===== config.mk =====
export PLATFORM = sky130hd
export DESIGN_NAME = scsi_error_status_reporter
export DESIGN_NICKNAME = d
export VERILOG_FILES = /design/src/core/err_report_pkg.sv /design/src/core/sense_slot.sv /design/src/core/scsi_error_status_reporter.sv
export VERILOG_INCLUDE_DIRS = /design/src /design/src/core
export SDC_FILE = /design/constraint.sdc
export NUM_CORES = 1
export LEC_CHECK = 0
export ABC_AREA = 0
export BUFFER_PORTS_ARGS = -buffer_cell sky130_fd_sc_hd__buf_2
export CAP_MARGIN = 20
export CORE_MARGIN = 3
export CORE_UTILIZATION = 28
export CTS_BUF_LIST = sky130_fd_sc_hd__clkbuf_8
export DETAILED_ROUTE_END_ITERATION = 8
export SLEW_MARGIN = 15
export SYNTH_ARGS = -nofsm -noshare
export SYNTH_HDL_FRONTEND = slang
export SYNTH_SLANG_ARGS = --single-unit

===== constraint.sdc =====
create_clock -name clk_sys -period 6.1 [get_ports clk_sys]
set_input_delay 0.915 -clock clk_sys [delete_from_list [all_inputs] [get_ports clk_sys]]
set_output_delay 0.915 -clock clk_sys [all_outputs]
set_load 0.01 [all_outputs]

===== src/core/err_report_cfg.svh =====
// Constants for the SCSI error status reporter: error codes, field values, sizes.
// Assumes inclusion by bare name from the package and the design modules.
`ifndef ERR_REPORT_CFG_SVH
`define ERR_REPORT_CFG_SVH
`define CODE_NONE          8'h00
`define CODE_UNEXP_FREE    8'h21
`define CODE_BAD_STATUS    8'h23
`define CODE_UNEXP_PHASE   8'h24
`define CODE_SENSE_TRUNC   8'h25
`define CODE_BUS_RESET     8'h27
`define CODE_ODD_RESUME    8'h2b
`define CODE_QUEUE_CLEAR   8'h31
`define CODE_TGT_STATE     8'h32
`define CODE_NO_ARB        8'h33
`define CODE_TGT_MSG       8'h34
`define CODE_TGT_ILL_MSG   8'h35
`define STATUS_GOOD        8'h00
`define STATUS_CHECK       8'h02
`define SENSE_FILL_TRUNC   8'hff
`define SENSE_FILL_ZERO    8'h00
`define SENSE_COUNT        4
`define TAG_W              4
`endif


===== src/core/err_report_pkg.sv =====
// Types for the SCSI error status reporter.
// Assumes err_report_cfg.svh is on the include path.
`include "err_report_cfg.svh"
package err_report_pkg;
    typedef struct packed {
        logic [`TAG_W-1:0] tag;
        logic [7:0]        err_code;
        logic [7:0]        scsi_status;
        logic [7:0]        msg_byte;
        logic [7:0]        err_seq;
    } status_block_t;

    typedef struct packed {
        logic              valid;
        logic [`TAG_W-1:0] tag;
        logic              pass_through;
        logic              inhibit_auto_sense_bit;
    } cmd_info_t;
endpackage : err_report_pkg


===== src/core/sense_slot.sv =====
// One selected-sense field: captures, zero-fills or truncation-fills a byte.
// Assumes control strobes come from the reporter on the same clock.
`timescale 1ns/1ps
`include "err_report_cfg.svh"
module sense_slot (
    input  wire logic       clk_sys,
    input  wire logic       rst,
    input  wire logic       clear,
    input  wire logic       load,
    input  wire logic [7:0] load_byte,
    input  wire logic       fill_zero,
    input  wire logic       fill_trunc,
    output logic            filled,
    output logic [7:0]      value
);
    always_ff @(posedge clk_sys or posedge rst) begin
        if (rst) begin
            value  <= `SENSE_FILL_ZERO;
            filled <= 1'b0;
        end else if (clear) begin
            value  <= `SENSE_FILL_ZERO;
            filled <= 1'b0;
        end else if (fill_zero) begin
            value  <= `SENSE_FILL_ZERO;
            filled <= 1'b1;
        end else if (load) begin
            value  <= load_byte;
            filled <= 1'b1;
        end else if (fill_trunc && !filled) begin
            value  <= `SENSE_FILL_TRUNC;
            filled <= 1'b1;
        end
    end
endmodule : sense_slot


===== src/core/scsi_error_status_reporter.sv =====
// SCSI error classifier: turns bus events into one status block per command.
// Assumes all event inputs are one-cycle pulses from bus logic on clk_sys,
// except bus_rst_in, which is the raw SCSI RST pin and is synchronised here.
`timescale 1ns/1ps
`include "err_report_cfg.svh"
// What this block does (R15 is the host's part)
// Unexpected bus free ends the active command with code 21H.
// Nonzero status on pass-through reports 23H and copies status byte.
// Check Condition with sense allowed fills sense fields from device bytes.
// Inhibit-auto-sense bit set writes zeroes to every sense field.
// Unexpected bus phase reports code 24H.
// Short sense transfer reports 25H; unfilled fields get FFH.
// Assert RST only after recovery fails; active and disconnected report 27H.
// Reset seen on bus ends active and every disconnected command with 27H.
// Odd byte count, phase change, then data resume aborts with 2BH.
// Device reset or clear queue purges disconnected commands with 31H.
// Target enable while on, or disable while off, rejected with 32H.
// Selection without arbitration flags code 33H.
// Target-mode message stores byte and sequence, reports 34H, holds bus.
// Illegal target message is rejected, recorded, disconnects, reports 35H.
// Host should prepare sense data after seeing 35H.
// Each code is one byte in its own command's status block, once.
module scsi_error_status_reporter
    import err_report_pkg::*;
#(
    parameter int DISC_DEPTH = 8,
    parameter int SENSE_N    = `SENSE_COUNT
) (
    input  wire logic            clk_sys,
    input  wire logic            rst,
    input  wire cmd_info_t       active_cmd,
    input  wire logic            disc_push,
    input  wire logic [`TAG_W-1:0] disc_push_tag,
    input  wire logic            unexp_bus_free,
    input  wire logic            status_in_valid,
    input  wire logic [7:0]      status_in,
    input  wire logic            sense_byte_valid,
    input  wire logic [7:0]      sense_byte,
    input  wire logic            sense_done,
    input  wire logic            unexp_phase,
    input  wire logic            recovery_failed,
    input  wire logic            bus_rst_in,
    input  wire logic            odd_count_xfer,
    input  wire logic            phase_left,
    input  wire logic            data_resumed,
    input  wire logic            queue_clear_sent,
    input  wire logic            tgt_enable_req,
    input  wire logic            tgt_disable_req,
    input  wire logic            sel_no_arb,
    input  wire logic            tgt_msg_valid,
    input  wire logic            tgt_msg_illegal,
    input  wire logic [7:0]      tgt_msg_byte,
    input  wire logic [7:0]      tgt_err_seq,
    input  wire logic            host_resp,
    output status_block_t        blk,
    output logic                 blk_valid,
    output logic [SENSE_N*8-1:0] blk_sense,
    output logic                 bus_rst_out,
    output logic                 bus_hold,
    output logic                 msg_reject,
    output logic                 tgt_disconnect,
    output logic                 tgt_mode_on
);
    // A one-entry queue would leave the entry index zero bits wide
    if (DISC_DEPTH < 2 || DISC_DEPTH > (1 << `TAG_W) || SENSE_N < 1) begin : g_bad_cfg
        $error("Unsupported reporter parameters");
    end

    typedef enum logic [1:0] {IDLE, SENSE, PURGE} state_t;

    state_t                        state_q;
    logic [2:0]                    rst_sync_q;
    logic                          rst_seen_q;
    logic                          odd_q;
    logic                          odd_broken_q;
    logic [DISC_DEPTH-1:0]         disc_v_q;
    logic [`TAG_W-1:0]             disc_tag_q [DISC_DEPTH];
    logic [7:0]                    purge_code_q;
    logic [$clog2(SENSE_N+1)-1:0]  sense_idx_q;
    logic [7:0]                    sense_status_q;
    logic [`TAG_W-1:0]             sense_tag_q;
    logic                          sense_inhibit_q;
    logic                          sense_short_q;
    logic [SENSE_N-1:0]            slot_filled;
    logic [SENSE_N*8-1:0]          slot_value;
    logic                          slot_clear;
    logic                          fill_zero;
    logic                          fill_trunc;
    logic                          bus_reset_now;
    logic                          purge_hit;
    logic [$clog2(DISC_DEPTH)-1:0] purge_idx;

    // Reset pin: change counts once stages two and three agree
    always_ff @(posedge clk_sys or posedge rst) begin
        if (rst) begin
            rst_sync_q <= 3'b000;
            rst_seen_q <= 1'b0;
        end else begin
            rst_sync_q <= {rst_sync_q[1:0], bus_rst_in};
            if (rst_sync_q[1] == rst_sync_q[2])
                rst_seen_q <= rst_sync_q[2];
        end
    end

    // Our own RST coming back on the pin is not a second reset
    assign bus_reset_now = (rst_sync_q[1] && rst_sync_q[2] && !rst_seen_q && !bus_rst_out)
                           || (recovery_failed && !bus_rst_out);

    // Last-resort bus reset, held until the pin is seen asserted
    always_ff @(posedge clk_sys or posedge rst) begin
        if (rst)
            bus_rst_out <= 1'b0;
        else if (recovery_failed)
            bus_rst_out <= 1'b1;
        else if (rst_seen_q)
            bus_rst_out <= 1'b0;
    end

    // Odd transfer tracking
    always_ff @(posedge clk_sys or posedge rst) begin
        if (rst) begin
            odd_q        <= 1'b0;
            odd_broken_q <= 1'b0;
        end else begin
            // An odd transfer in the cycle of a block still counts
            if (blk_valid) begin
                odd_q        <= 1'b0;
                odd_broken_q <= 1'b0;
            end
            if (odd_count_xfer)
                odd_q <= 1'b1;
            if (odd_q && phase_left)
                odd_broken_q <= 1'b1;
        end
    end

    // Disconnected command queue
    always_comb begin
        purge_hit = 1'b0;
        purge_idx = '0;
        for (int i = DISC_DEPTH - 1; i >= 0; i--) begin
            if (disc_v_q[i]) begin
                purge_hit = 1'b1;
                purge_idx = i[$clog2(DISC_DEPTH)-1:0];
            end
        end
    end

    always_ff @(posedge clk_sys or posedge rst) begin
        if (rst) begin
            disc_v_q <= '0;
            for (int i = 0; i < DISC_DEPTH; i++)
                disc_tag_q[i] <= '0;
        end else if (state_q == PURGE && purge_code_q != `CODE_NONE) begin
            if (purge_hit)
                disc_v_q[purge_idx] <= 1'b0;
        end else if (disc_push) begin
            if (!(&disc_v_q)) begin
                disc_v_q[purge_idx_free()]   <= 1'b1;
                disc_tag_q[purge_idx_free()] <= disc_push_tag;
            end
        end
    end

    function automatic logic [$clog2(DISC_DEPTH)-1:0] purge_idx_free();
        logic [$clog2(DISC_DEPTH)-1:0] r;
        r = '0;
        for (int i = DISC_DEPTH - 1; i >= 0; i--)
            if (!disc_v_q[i])
                r = i[$clog2(DISC_DEPTH)-1:0];
        return r;
    endfunction : purge_idx_free

    // Target mode state and message handling
    always_ff @(posedge clk_sys or posedge rst) begin
        if (rst) begin
            tgt_mode_on    <= 1'b0;
            bus_hold       <= 1'b0;
            msg_reject     <= 1'b0;
            tgt_disconnect <= 1'b0;
        end else begin
            msg_reject     <= 1'b0;
            tgt_disconnect <= 1'b0;
            if (tgt_enable_req && !tgt_mode_on)
                tgt_mode_on <= 1'b1;
            else if (tgt_disable_req && tgt_mode_on)
                tgt_mode_on <= 1'b0;
            if (tgt_msg_valid && tgt_mode_on && tgt_msg_illegal) begin
                msg_reject     <= 1'b1;
                tgt_disconnect <= 1'b1;
            end
            if (tgt_msg_valid && tgt_mode_on && !tgt_msg_illegal)
                bus_hold <= 1'b1;
            else if (host_resp || tgt_msg_valid)
                bus_hold <= 1'b0;
        end
    end

    assign slot_clear = (state_q == IDLE) && status_in_valid;
    assign fill_zero  = (state_q == SENSE) && sense_inhibit_q;
    assign fill_trunc = (state_q == SENSE) && sense_done && !sense_inhibit_q;

    genvar g;
    generate
        for (g = 0; g < SENSE_N; g++) begin : g_slot
            sense_slot u_slot (
                .clk_sys    (clk_sys),
                .rst        (rst),
                .clear      (slot_clear),
                .load       (sense_byte_valid && state_q == SENSE && sense_idx_q == g),
                .load_byte  (sense_byte),
                .fill_zero  (fill_zero),
                .fill_trunc (fill_trunc),
                .filled     (slot_filled[g]),
                .value      (slot_value[g*8 +: 8])
            );
        end
    endgenerate

    // Status block emission, one block per command
    always_ff @(posedge clk_sys or posedge rst) begin
        if (rst) begin
            state_q         <= IDLE;
            blk             <= '0;
            blk_valid       <= 1'b0;
            blk_sense       <= '0;
            purge_code_q    <= `CODE_NONE;
            sense_idx_q     <= '0;
            sense_status_q  <= `STATUS_GOOD;
            sense_tag_q     <= '0;
            sense_inhibit_q <= 1'b0;
            sense_short_q   <= 1'b0;
        end else begin
            blk_valid <= 1'b0;
            case (state_q)
                IDLE: begin
                    blk          <= '0;
                    blk.tag      <= active_cmd.tag;
                    blk_sense    <= '0;
                    if (bus_reset_now) begin
                        blk.err_code <= `CODE_BUS_RESET;
                        blk_valid    <= active_cmd.valid;
                        purge_code_q <= `CODE_BUS_RESET;
                        state_q      <= PURGE;
                    end else if (queue_clear_sent) begin
                        purge_code_q <= `CODE_QUEUE_CLEAR;
                        state_q      <= PURGE;
                    end else if (data_resumed && odd_broken_q) begin
                        blk.err_code <= `CODE_ODD_RESUME;
                        blk_valid    <= active_cmd.valid;
                    end else if (unexp_bus_free) begin
                        blk.err_code <= `CODE_UNEXP_FREE;
                        blk_valid    <= active_cmd.valid;
                    end else if (unexp_phase) begin
                        blk.err_code <= `CODE_UNEXP_PHASE;
                        blk_valid    <= active_cmd.valid;
                    end else if ((tgt_enable_req && tgt_mode_on)
                                 || (tgt_disable_req && !tgt_mode_on)) begin
                        blk.err_code <= `CODE_TGT_STATE;
                        blk_valid    <= 1'b1;
                    end else if (sel_no_arb) begin
                        blk.err_code <= `CODE_NO_ARB;
                        blk_valid    <= 1'b1;
                    end else if (tgt_msg_valid && tgt_mode_on) begin
                        blk.err_code <= tgt_msg_illegal ? `CODE_TGT_ILL_MSG
                                                        : `CODE_TGT_MSG;
                        blk.msg_byte <= tgt_msg_byte;
                        blk.err_seq  <= tgt_err_seq;
                        blk_valid    <= 1'b1;
                    end else if (status_in_valid && active_cmd.pass_through
                                 && status_in != `STATUS_GOOD) begin
                        sense_tag_q     <= active_cmd.tag;
                        sense_status_q  <= status_in;
                        sense_inhibit_q <= active_cmd.inhibit_auto_sense_bit;
                        sense_idx_q     <= '0;
                        sense_short_q   <= 1'b0;
                        if (status_in == `STATUS_CHECK) begin
                            state_q <= SENSE;
                        end else begin
                            blk.err_code    <= `CODE_BAD_STATUS;
                            blk.scsi_status <= status_in;
                            blk_valid       <= 1'b1;
                        end
                    end
                end
                SENSE: begin
                    if (sense_byte_valid && sense_idx_q < SENSE_N)
                        sense_idx_q <= sense_idx_q + 1'b1;
                    if (fill_trunc)
                        sense_short_q <= !(&slot_filled);
                    if (fill_zero || fill_trunc) begin
                        state_q <= PURGE;
                        purge_code_q <= `CODE_NONE;
                    end
                end
                PURGE: begin
                    if (purge_code_q == `CODE_NONE) begin
                        // Sense slots settled one cycle earlier
                        blk.tag         <= sense_tag_q;
                        blk.scsi_status <= sense_status_q;
                        // Every slot reads filled after the FFH fill; shortfall kept from then
                        blk.err_code    <= sense_short_q
                                           ? `CODE_SENSE_TRUNC
                                           : `CODE_BAD_STATUS;
                        blk_sense       <= slot_value;
                        blk_valid       <= 1'b1;
                        state_q         <= IDLE;
                    end else if (purge_hit) begin
                        blk          <= '0;
                        blk.tag      <= disc_tag_q[purge_idx];
                        blk.err_code <= purge_code_q;
                        blk_sense    <= '0;
                        blk_valid    <= 1'b1;
                    end else begin
                        state_q <= IDLE;
                    end
                end
                default: state_q <= IDLE;
            endcase
        end
    end
endmodule : scsi_error_status_reporter


* Word-level counts from Yosys, hierarchy flattened
Index checks and enable logic that the tools add are counted.
** Storage, ports and cells
- Register bits after elaboration :: 182
- Input port bits :: 63
- Output and inout bits :: 74
- Logic and storage cells :: 335
** Operators by class
- $add $sub $neg :: 1
- Magnitude comparators :: 8
- Equality and inequality tests :: 34
- Muxes and demuxes :: 163
- Bitwise operators :: 15
- Reductions and logical operators :: 75
** Operators with widths (number)
- 8-bit 2-to-1 mux :: 25
- 24-bit 2-to-1 mux :: 6
- 32-bit 2-to-1 mux :: 3
- 3-bit 2-to-1 mux :: 30
- 36-bit one-hot mux with 2 select lines :: 1
- 32-bit one-hot mux with 2 select lines :: 1
- 1-bit 2-to-1 mux :: 59
- 36-bit 2-to-1 mux :: 1
- 6-bit 2-to-1 mux :: 6
- 1-bit logical AND :: 33
- 32-bit bitwise mux :: 1
- 16-bit 2-to-1 mux :: 2
- 14-bit 2-to-1 mux :: 2
- 2-bit 2-to-1 mux :: 13
- 2-bit != test, second input constant :: 13
- 4-bit != test, second input constant :: 6
- 11-bit AND reduction :: 2
- 20-bit 2-to-1 mux :: 1
- 10-bit AND reduction :: 2
- 8-bit one-hot mux with 2 select lines :: 1
- 2-bit nonzero test :: 8
- 4-bit nonzero test :: 4
- 8-bit nonzero test :: 2
- 4-bit binary-select mux with 3-bit select :: 1
- other kinds (36) :: 73

* Longest topological paths before layout
- Depth after elaboration :: 19
- Depth in mapped cells :: 8
- Gate-level depth less buffers :: 7

* Cells and area by module
Synthesis repeated with hierarchy kept, for this count alone.
** Unflattened totals
- Cell total of the unflattened synthesis :: 717
- Area total of the unflattened synthesis :: 8279.2 um^2
** By module, submodules not included
- scsi_error_status_reporter :: instances 1, cells an instance 549, area each 6347.3 um^2, seq. area each 3478.3 um^2
- sense_slot :: instances 4, cells an instance 42, area each 483.0 um^2, seq. area each 225.2 um^2

* Worst setup path after synthesis
No wires, ideal clock.
- Path kind :: input port to flip-flop
- Start point :: input port data_resumed
- End point :: register sense_status_q[0]
- Setup time :: 0.125 ns
- Arrival :: 2.479 ns
- Required time :: 5.975 ns
- Setup slack :: 3.496 ns
- Stages :: 6
- Path buffers :: 1
- Cell sequence :: a211oi_1 nor3b_1 nor3b_1 and2_2 buf_6 mux2_2
** Between the ends
- Cells in the longest elaborated chain, start to end :: 3
** RTL lines
- from (decl) :: RTL line scsi_error_status_reporter.sv:45 : input wire logic data_resumed,
- 1-bit logical AND :: RTL line scsi_error_status_reporter.sv:248 : end else if (data_resumed && odd_broken_q) begin
- 1-bit inverter (no source line)
- 10-bit AND reduction (no source line)
- to (signal assigned) :: RTL line scsi_error_status_reporter.sv:229 : sense_status_q <= `STATUS_GOOD;
- to (signal assigned) :: RTL line scsi_error_status_reporter.sv:273 : sense_status_q <= status_in;
- to (decl) :: RTL line scsi_error_status_reporter.sv:80 : logic [7:0] sense_status_q;
Every way passes these cells.
A chain may end at the register's enable or synchronous reset.

* Worst setup path after layout
- Start point :: register state_q[0]
- End point :: register blk[12] (netlist name)
** Between the ends
- Cells in the longest elaborated chain, start to end :: 3
- Elaborated cells on any way between the ends :: 7
** RTL lines
- from (decl) :: RTL line scsi_error_status_reporter.sv:71 : state_t state_q;
- from (signal assigned) :: RTL line scsi_error_status_reporter.sv:223 : state_q <= IDLE;
- from (signal assigned) :: RTL line scsi_error_status_reporter.sv:244 : state_q <= PURGE;
- from (signal assigned) :: RTL line scsi_error_status_reporter.sv:247 : state_q <= PURGE;
- 2-bit == test or 2-bit logical NOT (tied branches) :: RTL line scsi_error_status_reporter.sv:235 : case (state_q)
- 2-bit != test (no source line) or 2-bit nonzero test (tied branches)
- 3-bit AND reduction (no source line)
- to (decl) :: RTL line scsi_error_status_reporter.sv:55 : output status_block_t blk,
Parallel ways exist; a longest one is shown, timed or not.

==> metrics.txt <==
status=finished clean; full die area=0.0301 sq mm; maximum operating frequency=319 MHz; initial antenna violation count=4; FF-to-FF setup slack=2.97 ns; hold crit path type=reg -> reg; CP cell instances=nand2b_1 -> nor2_4 -> a211o_1 -> nor4_4 -> a22o_1; crit end category=register; DP Wirelength=14,900 microns; gr ovfl total=0; highest cell delay on the worst timing path=0.89 ns; CTS Root Cell=clkbuf_8; #FFs+latches synth=175; P_sw=0.00151 W; number of global-route vias before repair=5,968; I/O Pins=137; antenna-violating nets left=0; Initial Utilization=28.8%; endpoints failing hold=0; Max Buffers Root-to-Sink=2; Area Growth Syn to Fin=18.6%; CTS Hold Bufs=0; Final Instance Area=0.00931 sq mm; Setup violations, final=0; CORE AREA=0.0273 sq mm; Final Skew=0.0142 ns; num rows=60; clk sinks=175; RD Place Congestion=0.813; library cells used by synthesis=74; final layout net count=870; H-tree Lvls=4; CTS tree=yes; DP Area=0.00884 sq mm; Worst-path clk slew=0.09 ns; Port Buffers=134; max_cap viols=0; DIE HEIGHT=173 microns; per-cell routed wire length=17.5 microns; Cell Pwr Density=425 mW/mm^2; most frequent cells in the layout=175 x dfrtp_1, 134 x buf_2, 52 x nand2_1; CP Buf/Inv Count=0; Period Utilization, post-route=51.3%; layout cells sized above 1=31.2%; sequential share of power=46.0%; 1st-iter DRT viols=424; final WL=20,800 microns; register area=0.00438 sq mm; largest net degree at the start of global routing=105; Layout fillers=2,743; commonest non-fill, non-tap cell in the layout=dfrtp_1; Num CTS Buffers=17; multi-input logic area=0.00321 sq mm; width of the chip=173 microns; routed vias=5,996; critical path class=reg -> reg; most used flip-flop cell after synthesis=dfrtp_1; number of synthesized flops with an enable pin=0; Internal=0.00245 W; CP required=6.49 ns; actual slew at the worst max-slew pin=1.04 ns; Post-Place Cells=1,152; setup tns final=0 ns; critical path's top delay family=simple AND/OR/NAND/NOR gates; Peak VDD IR=0.000169 V; Setup crit start kind=register; RSZ-0062 raised after global routing=false; post-CTS setup buffers=0; largest fanout on the critical path=24; Static Leak=4.29 nW; sequential share of the synthesized area=55.8%; max-slew violations=0; power share of the clock group=21.5%; worst skew pair latency=0.46 ns; Crit path arrival time=3.52 ns; synthesized instance count=679; Synth warnings=0; synthesized area per cell=11.6 sq um; Cell Area, Synth=0.00785 sq mm; async set or reset register ratio after synthesis=100%; fin cells=1,189; # DRC=0; Slew headroom=30.2%; Combinational Power Share=32.6%; Sw Share=38.1%; Pre-Repair DR Iteration Count=5; via/cell ratio=5.04; crit path time final=3.13 ns; Slowest cell on crit path=dfrtp_1; first-pass GRT wire length=33,400 microns; GRT Util Overall=13.8%; CTS resizes=0
synth_stat cells, types with 5 or more instances:
cell type    n  area, sq um
a21oi_1     35          175
a22o_1      50          438
a22oi_1      6         45.0
a31oi_1     10         62.6
a32oi_1      7         61.3
buf_2       12         60.1
clkbuf_1    17         63.8
dfrtp_1    175         4380
ha_1         6         75.1
inv_1       25         93.8
mux2_2      47          529
mux2i_1      6         60.1
nand2_1     52          195
nand3_1     11         55.1
nor2_1      50          188
nor3_1       7         35.0
nor4_1       5         31.3
o211ai_1     5         37.5
o21a_1       6         45.0
o21ai_0     24          120
o221a_2     16          180
o22ai_1      6         37.5
power by group through the flow:
stage          Sequential [W]  Combinational, W  Clock (W)
3_3_place_gp          0.00183           0.00126          0
2_1_floorplan         0.00172          0.000987          0
4_1_cts               0.00182           0.00128   0.000882
6_report              0.00182           0.00129   0.000850
3_5_place_dp          0.00184           0.00127          0
5_1_grt               0.00187           0.00144   0.000918
cell families after synthesis:
| kind of cell | count (synthesis) | share of synthesized area, % |
|---|---|---|
| muxes | 53 | 7.51 |
| DFF | 175 | 55.8 |
| buffers and inverters | 62 | 3.46 |
| other | 1 | 0.0478 |
| AOI/OAI and AO/OA | 224 | 22.6 |
| and+or+nand+nor | 158 | 9.61 |
| adders and majority gates | 6 | 0.956 |
through the flow:
step	power [W]	util, %	hold slack (ns)	setup WS [ns]
2_1_floorplan	0.00271	-	0.331	0.440
3_3_place_gp	0.00309	32.4	0.340	2.91
3_5_place_dp	0.00311	32.4	0.336	2.84
4_1_cts	0.00398	34.0	0.358	2.85
5_1_grt	0.00422	34.2	0.371	2.78
6_report	0.00396	34.2	0.355	2.97
sequential cells by signal (all words and copies together), names as in the netlist, 2 cells and up:
register              flops
g_slot.u_slot.value      32
sense_tag_q               4
state_q                   2
rst_sync_q                3
sense_status_q            8
sense_idx_q               3
blk_sense                32
blk                      34
g_slot.u_slot.filled      4
disc_v_q                  8
disc_tag_q               32
purge_code_q              3
final cells by class:
cell class / count / area share (%)
Inverter: 26 / 1.10
Sequential cell: 175 / 47.0
Timing Repair Buffer: 138 / 7.87
Clock buffer: 18 / 2.66
Antenna cell: 3 / 0.0806
Multi-Input combinational cell: 443 / 34.5
Tap cell: 372 / 5.00
Clock inverter: 14 / 1.80
path summary, 6_finish.rpt:
check,startpoint,endpoint,cells past startpoint
max,state_q[0],blk[12],5
max in group asynchronous,rst,disc_tag_q[2],3
min reg2reg,rst_sync_q[0],rst_sync_q[1],0
min,rst_sync_q[0],rst_sync_q[1],0
max reg2reg,state_q[0],blk[12],5
min in group asynchronous,rst,blk_sense[4],2
worst reg2reg max path, delay by kind of cell, from the launching register on:
| kind | cells | cell delay (ns) |
|---|---|---|
| simple gates | 3 | 1.40 |
| flops | 1 | 0.89 |
| compound gates | 2 | 0.79 |
per-layer routing:
metal  wire [microns]  part of all wire (%)  vias up  global-route usage (%)
met1             9770                    47     2971                    19.3
met4              423                   2.0        6                    4.86
li1                 -                     -     2808                       -
met2             9370                    45      173                    20.5
met5               41                  0.20        -                       0
met3             1250                   6.0       38                    3.72
Note: power is estimated with default switching activity, not from simulation.
